**config.mk**
```make
export PLATFORM = sky130hd
export DESIGN_NAME = cbh_bus_unit
export DESIGN_NICKNAME = d
export VERILOG_FILES = /design/src/cbh_pkg.sv /design/src/cbh_sync.sv /design/src/cbh_tag_mem.sv /design/src/cbh_bus_unit.sv
export VERILOG_INCLUDE_DIRS = /design/src
export SDC_FILE = /design/constraint.sdc
export NUM_CORES = 1
export LEC_CHECK = 0
export ABC_AREA = 1
export BUFFER_PORTS_ARGS = -buffer_cell sky130_fd_sc_hd__buf_4
export CAP_MARGIN = 10
export CORE_ASPECT_RATIO = 1.5
export CORE_MARGIN = 5
export CORE_UTILIZATION = 52
export CTS_CLUSTER_DIAMETER = 30
export DETAILED_ROUTE_END_ITERATION = 10
export GPL_ROUTABILITY_DRIVEN = 1
export PLACE_DENSITY = 0.75
export SLEW_MARGIN = 5
export SYNTH_ARGS = -nofsm -noshare
export SYNTH_HDL_FRONTEND = slang
export SYNTH_SLANG_ARGS = --single-unit
export TNS_END_PERCENT = 50
```
**constraint.sdc**
```tcl
create_clock -name i_clk -period 8.16 [get_ports i_clk]
set_clock_uncertainty 0.1 [all_clocks]
set_input_delay 0.408 -clock i_clk [delete_from_list [all_inputs] [get_ports i_clk]]
set_output_delay 0.408 -clock i_clk [all_outputs]
set_load 0.01 [all_outputs]
```
**src/cbh_consts.svh**
```systemverilog
`ifndef CBH_CONSTS_SVH
`define CBH_CONSTS_SVH

// ************************************************************
// bus cycle encodings
// ************************************************************
`define CBH_MIO_IO        1'b0
`define CBH_DC_DATA       1'b1
`define CBH_WR_WRITE      1'b1
`define CBH_WR_READ       1'b0

// ************************************************************
// address fields
// ************************************************************
`define CBH_LINE_LSB      5
`define CBH_ADDR_LSB      3
`define CBH_TAG_DEPTH     16
`define CBH_IDX_BITS      4
`define CBH_WB_BEATS      2'h3

// ************************************************************
// reset values
// ************************************************************
`define CBH_ADDR_RST      29'h0000_0000
`define CBH_BE_RST        8'hff

`endif

```
**src/cbh_pkg.sv**
```systemverilog
package cbh_pkg;
  // line coherency state
  typedef enum logic [1:0] {
    CBH_INVALID,
    CBH_SHARED,
    CBH_EXCLUSIVE,
    CBH_MODIFIED
  } cbh_line_e;

  // bus sequencer states
  typedef enum logic [2:0] {
    CBH_IDLE,
    CBH_ADDR,
    CBH_WAIT,
    CBH_HOLD,
    CBH_WBACK
  } cbh_bus_e;
endpackage

```
**src/cbh_sync.sv**
```systemverilog
`timescale 1ns/1ps
// three-stage synchroniser; a change counts once stages two and three agree
module cbh_sync (
  // clock and reset
  input  wire logic i_clk,
  input  wire logic i_rst,
  // level
  input  wire logic i_d,
  input  wire logic i_rst_val,
  output logic      o_q
);
  logic [2:0] sh_reg;
  logic [2:0] sh_next;
  logic       q_reg;
  logic       q_next;

  // shift and filter
  always_comb begin
    sh_next = {sh_reg[1:0], i_d};
    q_next  = (sh_reg[2] == sh_reg[1]) ? sh_reg[2] : q_reg;
  end

  // registers
  always_ff @(posedge i_clk or posedge i_rst) begin
    if (i_rst) begin
      sh_reg <= 3'h0;
      q_reg  <= 1'b0;
    end else begin
      sh_reg <= sh_next;
      q_reg  <= q_next;
    end
  end

  assign o_q = q_reg ^ i_rst_val;
endmodule

```
**src/cbh_tag_mem.sv**
```systemverilog
`timescale 1ns/1ps
`include "cbh_consts.svh"
// small line-tag memory: tag and state per index, registered read
module cbh_tag_mem
  import cbh_pkg::*;
(
  // clock and reset
  input  wire logic                         i_clk,
  input  wire logic                         i_rst,
  // read port
  input  wire logic [`CBH_IDX_BITS-1:0]     i_rd_idx,
  output logic [22:0]                       o_rd_tag,
  output cbh_line_e                         o_rd_state,
  // write port
  input  wire logic                         i_wr_en,
  input  wire logic [`CBH_IDX_BITS-1:0]     i_wr_idx,
  input  wire logic [22:0]                  i_wr_tag,
  input  cbh_line_e                         i_wr_state
);
  logic [22:0] tag_mem [`CBH_TAG_DEPTH];
  cbh_line_e   st_reg  [`CBH_TAG_DEPTH];
  logic [22:0] rd_tag_reg;
  cbh_line_e   rd_st_reg;

  // state array under reset, tags without
  always_ff @(posedge i_clk or posedge i_rst) begin
    if (i_rst) begin
      for (int k = 0; k < `CBH_TAG_DEPTH; k++) begin
        st_reg[k] <= CBH_INVALID;
      end
      rd_st_reg <= CBH_INVALID;
    end else begin
      if (i_wr_en) begin
        st_reg[i_wr_idx] <= i_wr_state;
      end
      rd_st_reg <= st_reg[i_rd_idx];
    end
  end

  // tag array and registered read
  always_ff @(posedge i_clk) begin
    if (i_wr_en) begin
      tag_mem[i_wr_idx] <= i_wr_tag;
    end
    rd_tag_reg <= tag_mem[i_rd_idx];
  end

  assign o_rd_tag   = rd_tag_reg;
  assign o_rd_state = rd_st_reg;
endmodule

```
**src/cbh_bus_unit.sv**
```systemverilog
`timescale 1ns/1ps
`include "cbh_consts.svh"
module cbh_bus_unit
  import cbh_pkg::*;
(
  // clock and reset
  input  wire logic        i_clk,
  input  wire logic        i_rst,
  // core request side
  input  wire logic        i_req,
  input  wire logic        i_req_write,
  input  wire logic        i_req_split,
  input  wire logic [31:3] i_req_addr,
  input  wire logic [7:0]  i_req_be_lo_n,
  input  wire logic [7:0]  i_req_be_hi_n,
  input  wire logic [63:0] i_req_wdata,
  output logic             o_req_ready,
  output logic             o_rsp_valid,
  output logic [63:0]      o_rsp_rdata,
  // arbitration pins
  input  wire logic        i_burst_ready_n,
  input  wire logic        i_hold_req,
  input  wire logic        i_addr_hold_req,
  input  wire logic        i_backoff_n,
  output logic             o_bus_hold_ack,
  // inquire pins
  input  wire logic        i_ext_addr_strobe_n,
  input  wire logic        i_snoop_invalidate,
  output logic             o_snoop_hit_n,
  output logic             o_snoop_hit_modified_n,
  output logic             o_addr_parity_err_n,
  // address bus, two-way
  input  wire logic [31:3] i_addr,
  input  wire logic        i_addr_parity,
  output logic [31:3]      o_addr,
  output logic             o_addr_parity,
  output logic             o_addr_oe,
  // data bus and cycle outputs
  input  wire logic [63:0] i_data,
  output logic [63:0]      o_data,
  output logic [7:0]       o_data_parity,
  output logic             o_data_oe,
  output logic             o_addr_strobe_n,
  output logic [7:0]       o_byte_enable_n,
  output logic             o_mem_io_sel,
  output logic             o_data_code_sel,
  output logic             o_write_read_sel,
  output logic             o_split_cycle,
  output logic             o_page_cache_disable,
  output logic             o_page_write_through,
  output logic             o_ctl_oe
);
  // ************************************************************
  // pin synchronisers
  // ************************************************************
  logic burst_ready_n_n;
  logic hold;
  logic addr_hold_req;
  logic backoff_n_n;
  logic ext_addr_strobe_n_n;
  logic snoop_invalidate;

  cbh_sync u_s_burst_ready_n (.i_clk(i_clk), .i_rst(i_rst), .i_d(~i_burst_ready_n), .i_rst_val(1'b1), .o_q(burst_ready_n_n));
  cbh_sync u_s_hold (.i_clk(i_clk), .i_rst(i_rst), .i_d(i_hold_req), .i_rst_val(1'b0), .o_q(hold));
  cbh_sync u_s_ahld (.i_clk(i_clk), .i_rst(i_rst), .i_d(i_addr_hold_req), .i_rst_val(1'b0), .o_q(addr_hold_req));
  cbh_sync u_s_backoff_n (.i_clk(i_clk), .i_rst(i_rst), .i_d(~i_backoff_n), .i_rst_val(1'b1), .o_q(backoff_n_n));
  cbh_sync u_s_ext_addr_strobe_n (.i_clk(i_clk), .i_rst(i_rst), .i_d(~i_ext_addr_strobe_n), .i_rst_val(1'b1), .o_q(ext_addr_strobe_n_n));
  cbh_sync u_s_inv  (.i_clk(i_clk), .i_rst(i_rst), .i_d(i_snoop_invalidate), .i_rst_val(1'b0), .o_q(snoop_invalidate));

  // ************************************************************
  // tag memory
  // ************************************************************
  logic [`CBH_IDX_BITS-1:0] rd_idx;
  logic [22:0]              rd_tag;
  cbh_line_e                rd_state;
  logic                     tw_en;
  logic [`CBH_IDX_BITS-1:0] tw_idx;
  cbh_line_e                tw_state;

  cbh_tag_mem u_tags (
    .i_clk      (i_clk),
    .i_rst      (i_rst),
    .i_rd_idx   (rd_idx),
    .o_rd_tag   (rd_tag),
    .o_rd_state (rd_state),
    .i_wr_en    (tw_en),
    .i_wr_idx   (tw_idx),
    .i_wr_tag   (rd_tag),
    .i_wr_state (tw_state)
  );

  // even parity over address bits 31:3
  function automatic logic addr_par(input logic [31:3] a);
    addr_par = ^a;
  endfunction

  // ************************************************************
  // state
  // ************************************************************
  cbh_bus_e    st_reg,     st_next;
  cbh_bus_e    ret_reg,    ret_next;   // state to resume after hold
  logic        pend_reg,   pend_next;  // a cycle is owed (new or aborted)
  logic        hi_reg,     hi_next;    // second half of split
  logic        split_reg,  split_next;
  logic        wr_reg,     wr_next;
  logic [31:3] a_reg,      a_next;
  logic [7:0]  belo_reg,   belo_next;
  logic [7:0]  behi_reg,   behi_next;
  logic [63:0] wd_reg,     wd_next;
  logic [63:0] rd_reg,     rd_next;
  logic        rv_reg,     rv_next;
  logic        ads_reg,    ads_next;
  logic        bus_hold_ack_reg,   bus_hold_ack_next;
  logic        ddrv_reg,   ddrv_next;
  logic        hit_reg,    hit_next;
  logic        snoop_hit_modified_n_reg,   snoop_hit_modified_n_next;
  logic        addr_parity_err_n_reg,  addr_parity_err_n_next;
  logic        look_reg,   look_next;  // tag read in flight
  logic        linv_reg,   linv_next;
  logic [31:5] sa_reg,     sa_next;    // latched inquire address
  logic        spar_reg,   spar_next;
  logic [1:0]  ahcnt_reg,  ahcnt_next;
  logic [1:0]  beat_reg,   beat_next;
  logic        wbq_reg,    wbq_next;   // writeback owed
  logic        eadsd_reg,  eadsd_next; // inquire strobe level one edge back

  assign rd_idx = i_addr[`CBH_LINE_LSB+`CBH_IDX_BITS-1:`CBH_LINE_LSB];

  // sequencer next state
  always_comb begin
    st_next    = st_reg;
    ret_next   = ret_reg;
    pend_next  = pend_reg;
    hi_next    = hi_reg;
    split_next = split_reg;
    wr_next    = wr_reg;
    a_next     = a_reg;
    belo_next  = belo_reg;
    behi_next  = behi_reg;
    wd_next    = wd_reg;
    rd_next    = rd_reg;
    rv_next    = 1'b0;
    ads_next   = 1'b0;
    bus_hold_ack_next  = bus_hold_ack_reg;
    ddrv_next  = ddrv_reg;
    hit_next   = hit_reg;
    snoop_hit_modified_n_next  = snoop_hit_modified_n_reg;
    addr_parity_err_n_next = 1'b0;
    look_next  = 1'b0;
    linv_next  = linv_reg;
    sa_next    = sa_reg;
    spar_next  = spar_reg;
    wbq_next   = wbq_reg;
    eadsd_next = ext_addr_strobe_n_n;
    beat_next  = beat_reg;
    tw_en      = 1'b0;
    tw_idx     = sa_reg[`CBH_LINE_LSB+`CBH_IDX_BITS-1:`CBH_LINE_LSB];
    tw_state   = CBH_INVALID;
    ahcnt_next = addr_hold_req ? ((ahcnt_reg == 2'h3) ? ahcnt_reg : ahcnt_reg + 2'h1) : 2'h0;

    // inquire strobe: address hold after two clocks, hold acknowledged, or back-off
    // only the falling edge counts, so a long strobe is one inquire
    if (!ext_addr_strobe_n_n && eadsd_reg && ((addr_hold_req && ahcnt_reg >= 2'h2) || (bus_hold_ack_reg && hold) || !backoff_n_n)) begin
      look_next = 1'b1;
      linv_next = snoop_invalidate;
      sa_next   = i_addr[31:5];
      spar_next = (addr_par(i_addr[31:3]) != i_addr_parity);
    end
    // compare result returns one edge later
    if (look_reg) begin
      if (rd_tag == sa_reg[31:9] && rd_state != CBH_INVALID) begin
        hit_next  = 1'b1;
        snoop_hit_modified_n_next = (rd_state == CBH_MODIFIED);
        wbq_next  = (rd_state == CBH_MODIFIED);
        tw_en     = 1'b1;
        tw_state  = linv_reg ? CBH_INVALID : CBH_SHARED;
      end else begin
        hit_next  = 1'b0;
        snoop_hit_modified_n_next = 1'b0;
      end
      addr_parity_err_n_next = spar_reg;
    end

    case (st_reg)
      CBH_IDLE: begin
        if (hold && !bus_hold_ack_reg && !wbq_reg) begin
          bus_hold_ack_next = 1'b1;
          ret_next  = CBH_IDLE;
          st_next   = CBH_HOLD;
        end else if (backoff_n_n && wbq_reg && !look_reg) begin
          st_next   = CBH_WBACK;
          a_next    = {sa_reg, 2'h0};
          wr_next   = `CBH_WR_WRITE;
          ads_next  = 1'b1;
          beat_next = 2'h0;
          ddrv_next = 1'b1;
        end else if (backoff_n_n && !wbq_reg && !look_reg && (pend_reg || i_req)) begin
          if (!pend_reg) begin
            pend_next  = 1'b1;
            hi_next    = 1'b0;
            split_next = i_req_split;
            wr_next    = i_req_write;
            a_next     = i_req_addr;
            belo_next  = i_req_be_lo_n;
            behi_next  = i_req_be_hi_n;
            wd_next    = i_req_wdata;
          end
          ads_next  = 1'b1;
          st_next   = CBH_ADDR;
        end
      end
      CBH_ADDR: begin
        ddrv_next = wr_reg;
        st_next   = CBH_WAIT;
      end
      CBH_WAIT, CBH_WBACK: begin
        if (!backoff_n_n) begin
          st_next   = CBH_IDLE;
          ddrv_next = 1'b0;
          if (st_reg == CBH_WBACK) begin
            wbq_next = 1'b1;
          end
        end else if (st_reg == CBH_WBACK) begin
          if (!burst_ready_n_n) begin
            beat_next = beat_reg + 2'h1;
            if (beat_reg == `CBH_WB_BEATS) begin
              st_next   = CBH_IDLE;
              wbq_next  = 1'b0;
              snoop_hit_modified_n_next = 1'b0;
              ddrv_next = 1'b0;
            end
          end
        end else if (!burst_ready_n_n) begin
          rd_next = i_data;
          if (split_reg && !hi_reg) begin
            hi_next  = 1'b1;
            ads_next = 1'b1;
            st_next  = CBH_ADDR;
            ddrv_next = wr_reg;
          end else begin
            rv_next   = 1'b1;
            pend_next = 1'b0;
            st_next   = CBH_IDLE;
            ddrv_next = 1'b0;
          end
        end
      end
      CBH_HOLD: begin
        if (!hold) begin
          bus_hold_ack_next = 1'b0;
          st_next   = ret_reg;
          if (backoff_n_n && !wbq_reg && pend_reg) begin
            ads_next = 1'b1;
            st_next  = CBH_ADDR;
          end
        end
      end
      default: st_next = CBH_IDLE;
    endcase
  end

  // state registers
  always_ff @(posedge i_clk or posedge i_rst) begin
    if (i_rst) begin
      st_reg    <= CBH_IDLE;
      ret_reg   <= CBH_IDLE;
      pend_reg  <= 1'b0;
      hi_reg    <= 1'b0;
      split_reg <= 1'b0;
      wr_reg    <= `CBH_WR_READ;
      a_reg     <= `CBH_ADDR_RST;
      belo_reg  <= `CBH_BE_RST;
      behi_reg  <= `CBH_BE_RST;
      wd_reg    <= 64'h0;
      rd_reg    <= 64'h0;
      rv_reg    <= 1'b0;
      ads_reg   <= 1'b0;
      bus_hold_ack_reg  <= 1'b0;
      ddrv_reg  <= 1'b0;
      hit_reg   <= 1'b0;
      snoop_hit_modified_n_reg  <= 1'b0;
      addr_parity_err_n_reg <= 1'b0;
      look_reg  <= 1'b0;
      linv_reg  <= 1'b0;
      sa_reg    <= 27'h0;
      spar_reg  <= 1'b0;
      ahcnt_reg <= 2'h0;
      beat_reg  <= 2'h0;
      wbq_reg   <= 1'b0;
      eadsd_reg <= 1'b1;
    end else begin
      st_reg    <= st_next;
      ret_reg   <= ret_next;
      pend_reg  <= pend_next;
      hi_reg    <= hi_next;
      split_reg <= split_next;
      wr_reg    <= wr_next;
      a_reg     <= a_next;
      belo_reg  <= belo_next;
      behi_reg  <= behi_next;
      wd_reg    <= wd_next;
      rd_reg    <= rd_next;
      rv_reg    <= rv_next;
      ads_reg   <= ads_next;
      bus_hold_ack_reg  <= bus_hold_ack_next;
      ddrv_reg  <= ddrv_next;
      hit_reg   <= hit_next;
      snoop_hit_modified_n_reg  <= snoop_hit_modified_n_next;
      addr_parity_err_n_reg <= addr_parity_err_n_next;
      look_reg  <= look_next;
      linv_reg  <= linv_next;
      sa_reg    <= sa_next;
      spar_reg  <= spar_next;
      ahcnt_reg <= ahcnt_next;
      beat_reg  <= beat_next;
      wbq_reg   <= wbq_next;
      eadsd_reg <= eadsd_next;
    end
  end

  // ************************************************************
  // pin outputs
  // ************************************************************
  logic bus_own;
  assign bus_own = !bus_hold_ack_reg && backoff_n_n;

  assign o_req_ready            = (st_reg == CBH_IDLE) && !pend_reg && backoff_n_n && !wbq_reg && !hold && !look_reg;
  assign o_rsp_valid            = rv_reg;
  assign o_rsp_rdata            = rd_reg;
  assign o_bus_hold_ack         = bus_hold_ack_reg;
  assign o_snoop_hit_n          = ~hit_reg;
  assign o_snoop_hit_modified_n = ~(snoop_hit_modified_n_reg && hit_reg);
  assign o_addr_parity_err_n    = ~addr_parity_err_n_reg;
  assign o_addr                 = a_reg;
  assign o_addr_parity          = addr_par(a_reg);
  assign o_addr_oe              = bus_own && !addr_hold_req;
  assign o_data                 = wd_reg;
  assign o_data_parity          = {^wd_reg[63:56], ^wd_reg[55:48], ^wd_reg[47:40], ^wd_reg[39:32],
                                   ^wd_reg[31:24], ^wd_reg[23:16], ^wd_reg[15:8], ^wd_reg[7:0]};
  assign o_data_oe              = bus_own && ddrv_reg;
  assign o_addr_strobe_n        = ~ads_reg;
  assign o_byte_enable_n        = hi_reg ? behi_reg : belo_reg;
  assign o_mem_io_sel           = `CBH_MIO_IO;
  assign o_data_code_sel        = `CBH_DC_DATA;
  assign o_write_read_sel       = wr_reg;
  assign o_split_cycle          = split_reg;
  assign o_page_cache_disable   = 1'b1;
  assign o_page_write_through   = 1'b1;
  assign o_ctl_oe               = bus_own;
endmodule

```
==> reports/metrics.csv <==
metric;value;unit
critical path fanouts, max;23;
Synth Area in Compound Gates;8.46;%
critical path's slowest cell;nor2_4;
drt via density;5.70;
switching power;4.27;mW
CP Class;reg -> reg;
CTS Sinks;655;
pre-CTS setup slack;4.56;ns
Slew Limit Fails;0;
DR WL/cell;21.9;um
placed insts;3653;
Starting DRT DRC Count;2204;
internal power;8.15;mW
cell taking the most area after synthesis;edfxtp_1;
ratio of cells with drive above 1 in the final layout;19.0;%
first-pass GRT wire length;133000;um
Largest register FFs;368;
R2R Path Start;u_tags.o_rd_tag[19];
Simple-Gate Fraction of Synth Area;17.6;%
VDD IR max;0.353;mV
GRT Total Usage;29.7;%
Crit path buffers/inverters;0;
Worst Reg-to-Reg Cells;5;
final hold viol count;0;
gr ovfl total;0;
post-CTS sizing;0;
syn avg cell area;10.2;um^2
CP cell instances;or2_2 > nand4_1 > nor3_1 > nand4_1 > nor2_4;
detailed-route via count;22700;
initial core utilization;52.4;%
GPL Wtd Cong;0.939;
Max Cap Viol;0;
drc violations;0;
number of port buffers;399;
Pre-antenna DRT Iters;5;
Horiz. Die Dim;198;um
post-CTS setup buffers;0;
Ports;404;
Biggest register;u_tags.tag_mem;
Root Buffer;clkbuf_16;
Max Freq;267;MHz
Logic pwr share;30.4;%
Net Sw Frac;34.4;%
Worst-Skew Late Latency;0.63;ns
Post-Synth Adder-Cell Area;0.355;%
antenna violation net count after detailed routing;0;
clock network power share;31.5;%
nets;3443;
Syn Std Cell Area;0.0275;mm^2
Static Leak;15.3;nW
CTS max path bufs;3;
CTS Buf Count;87;
sequential cell area;0.0181;mm^2
multiplexer share of the synthesized area;0;%
synthesized instance count;2685;
Worst EP arrival;3.87;ns
hold endpoint;sa_reg[9];
CP dominant cell by count;nand4_1;
Slew headroom;16.1;%
final period utilization;45.9;%
status;finished clean;
worst path required time;8.29;ns
total of fill cells in the finished design;3559;
DP Wirelength;53400;um
Non-Filler Instances;3980;
clk slew on worst S/H paths;0.07;ns
Core ar.;0.0525;mm^2
worst min path class;in -> reg;
CP Launch Type;flip-flop;
Top delay family on crit path;simple AND/OR/NAND/NOR gates;
die footprint;0.0576;mm^2
vias in the first global route;23500;
Core Rows;103;
multi-input logic area;0.00825;mm^2
H-tree levels;3;
top-area cell type share of the netlist area;40.2;%
Layout area overhead;29.6;%
CTS tree;yes;
yosys warns;0;
sequential power share;38.1;%
post-synthesis xor/xnor area fraction;3.09;%
largest family of logic cells by synthesized area;simple AND/OR/NAND/NOR gates;
Synth area leaders;edfxtp_1 (40%), dfrtp_1 (22%), nand2_1 (12%);
CP max stage delay;0.95;ns
initial antenna violation count;2;
Fin Setup TNS;0;ns
hold path startpoint;i_addr[9];
Worst setup EP type;flip-flop;
WL final;87200;um
setup violators final;0;
Die Height;292;um
maximum number of pins on one net before global-route repair;132;
PwrDens;349;mW/mm^2
Seq cells post-synth;655;
Least-Margin Pin Slew;1.26;ns
final worst setup slack;4.41;ns
R2R Setup Slk;4.41;ns
min Tclk post-route;3.75;ns
RSZ-0062 raised after global routing;no;
FF-to-FF End;u_tags.tag_mem[15][18];
Hold Crit Depth;3;
Synth cell types;42;
register area share after synthesis;66.0;%
## cells in the mapped netlist, drive strengths merged
library cell and number:
clkbuf 58, edfxtp 368, and3 2, clkinv 1, o211ai 2, xor2 24
conb 2, dfxtp 23, nor3 11, o2111ai 1, or2 11, or3b 1
a21oi 17, nor2 243, nor4 2, o22ai 94, ha 3, inv 149
o221ai 1, o211a 1, buf 72, dfstp 17, nand2 858, o21ai 278
dfrtp 247, nand4 50, or3 1, maj3 6, xnor2 73, nand3 42
o21a 27
## worst max path at each step
stage,from,to,slack [ns],cells past startpoint
5_1_grt,u_tags.o_rd_tag[0],u_tags.tag_mem[15][4],4.28,6
3_3_place_gp,u_tags.o_rd_tag[0],u_tags.tag_mem[5][14],4.65,6
2_1_floorplan,i_rst,addr_parity_err_n_reg,0.41,1
4_1_cts,u_tags.o_rd_tag[19],u_tags.tag_mem[15][18],4.51,5
6_report,u_tags.o_rd_tag[19],u_tags.tag_mem[15][18],4.41,5
3_5_place_dp,u_tags.o_rd_tag[0],u_tags.tag_mem[15][2],4.56,6
## routing by layer
layer | global-route usage (%) | up-vias | routed length [um]
li1 | - | 10000 | -
met1 | 35.4 | 11000 | 30300
met2 | 49.5 | 1326 | 43000
met3 | 7.10 | 305 | 8360
met4 | 16.6 | 0 | 5490
met5 | 0 | - | 0
## tightest hold or removal path, cell delays in order
cell,delay (ns)
buf_4,0.09
inv_1,0.06
o21ai_0,0.15
## cells by family after synthesis
group | Yosys count
AOI/OAI and AO/OA | 421
adders and majority gates | 9
and+or+nand+nor | 1221
other | 2
DFF | 655
buffers and inverters | 280
xor gates and xnor gates | 97
## what timing repair did
| action | in CTS | in global routing |
|---|---|---|
| hold buffers | 166 | 0 |
| endpoints found under the setup margin | 0 | 0 |
| endpoints found under the hold margin | 285 | 0 |
## cells in the final DEF, fill, tap and decap left out, types with 4 or more instances in the layout
master | synthesis | routed
a21oi_1 | 16 | 16
buf_4 | 10 | 414
bufinv_16 | 0 | 9
clkbuf_1 | 58 | 6
clkbuf_16 | 0 | 90
clkinv_2 | 0 | 12
clkinv_4 | 0 | 12
clkinvlp_4 | 0 | 6
conb_1 | 2 | 4
dfrtp_1 | 247 | 247
dfstp_2 | 17 | 17
dfxtp_1 | 23 | 23
dlygate4sd3_1 | 0 | 166
edfxtp_1 | 368 | 368
inv_1 | 143 | 140
inv_2 | 6 | 6
inv_6 | 0 | 12
maj3_1 | 6 | 6
nand2_1 | 858 | 857
nand3_1 | 41 | 41
nand4_1 | 50 | 50
nor2_1 | 240 | 224
nor2_4 | 1 | 17
nor3_1 | 11 | 10
o21a_1 | 27 | 27
o21ai_0 | 272 | 272
o21ai_1 | 5 | 5
o22ai_1 | 94 | 94
or2_2 | 10 | 10
xnor2_1 | 73 | 73
xor2_1 | 24 | 24
## layout make-up
class,count,area share [%]
flip-flops and latches,655,50.9
clock buffers,99,6.50
repair buffers,580,13.4
multi-input cells,1752,23.2
well taps,682,2.40
diodes,2,0.0141
inverters,150,1.61
clock inverters,60,1.99
## stage by stage
stage / hold slack [ns] / power [mW] / utilization [%] / instance area [um^2]
after floorplan: 0.231 / 6.49 / - / 27500
after global placement: 0.233 / 8.24 / 59.0 / 30900
after detailed placement: 0.241 / 8.34 / 59.0 / 30900
after CTS: 0.00459 / 12.3 / 67.9 / 35600
after global routing: 0.0225 / 12.9 / 67.9 / 35600
final: 0.0241 / 12.4 / 67.9 / 35600
## power by group through the flow
stage	Combinational, mW	Sequential, mW	Clock, mW
2_1_floorplan	1.76	4.73	0
3_3_place_gp	3.53	4.72	0
3_5_place_dp	3.60	4.74	0
4_1_cts	3.69	4.69	3.93
5_1_grt	4.07	4.79	4.09
6_report	3.78	4.73	3.91
No activity file was read; power rests on OpenSTA's default activity.
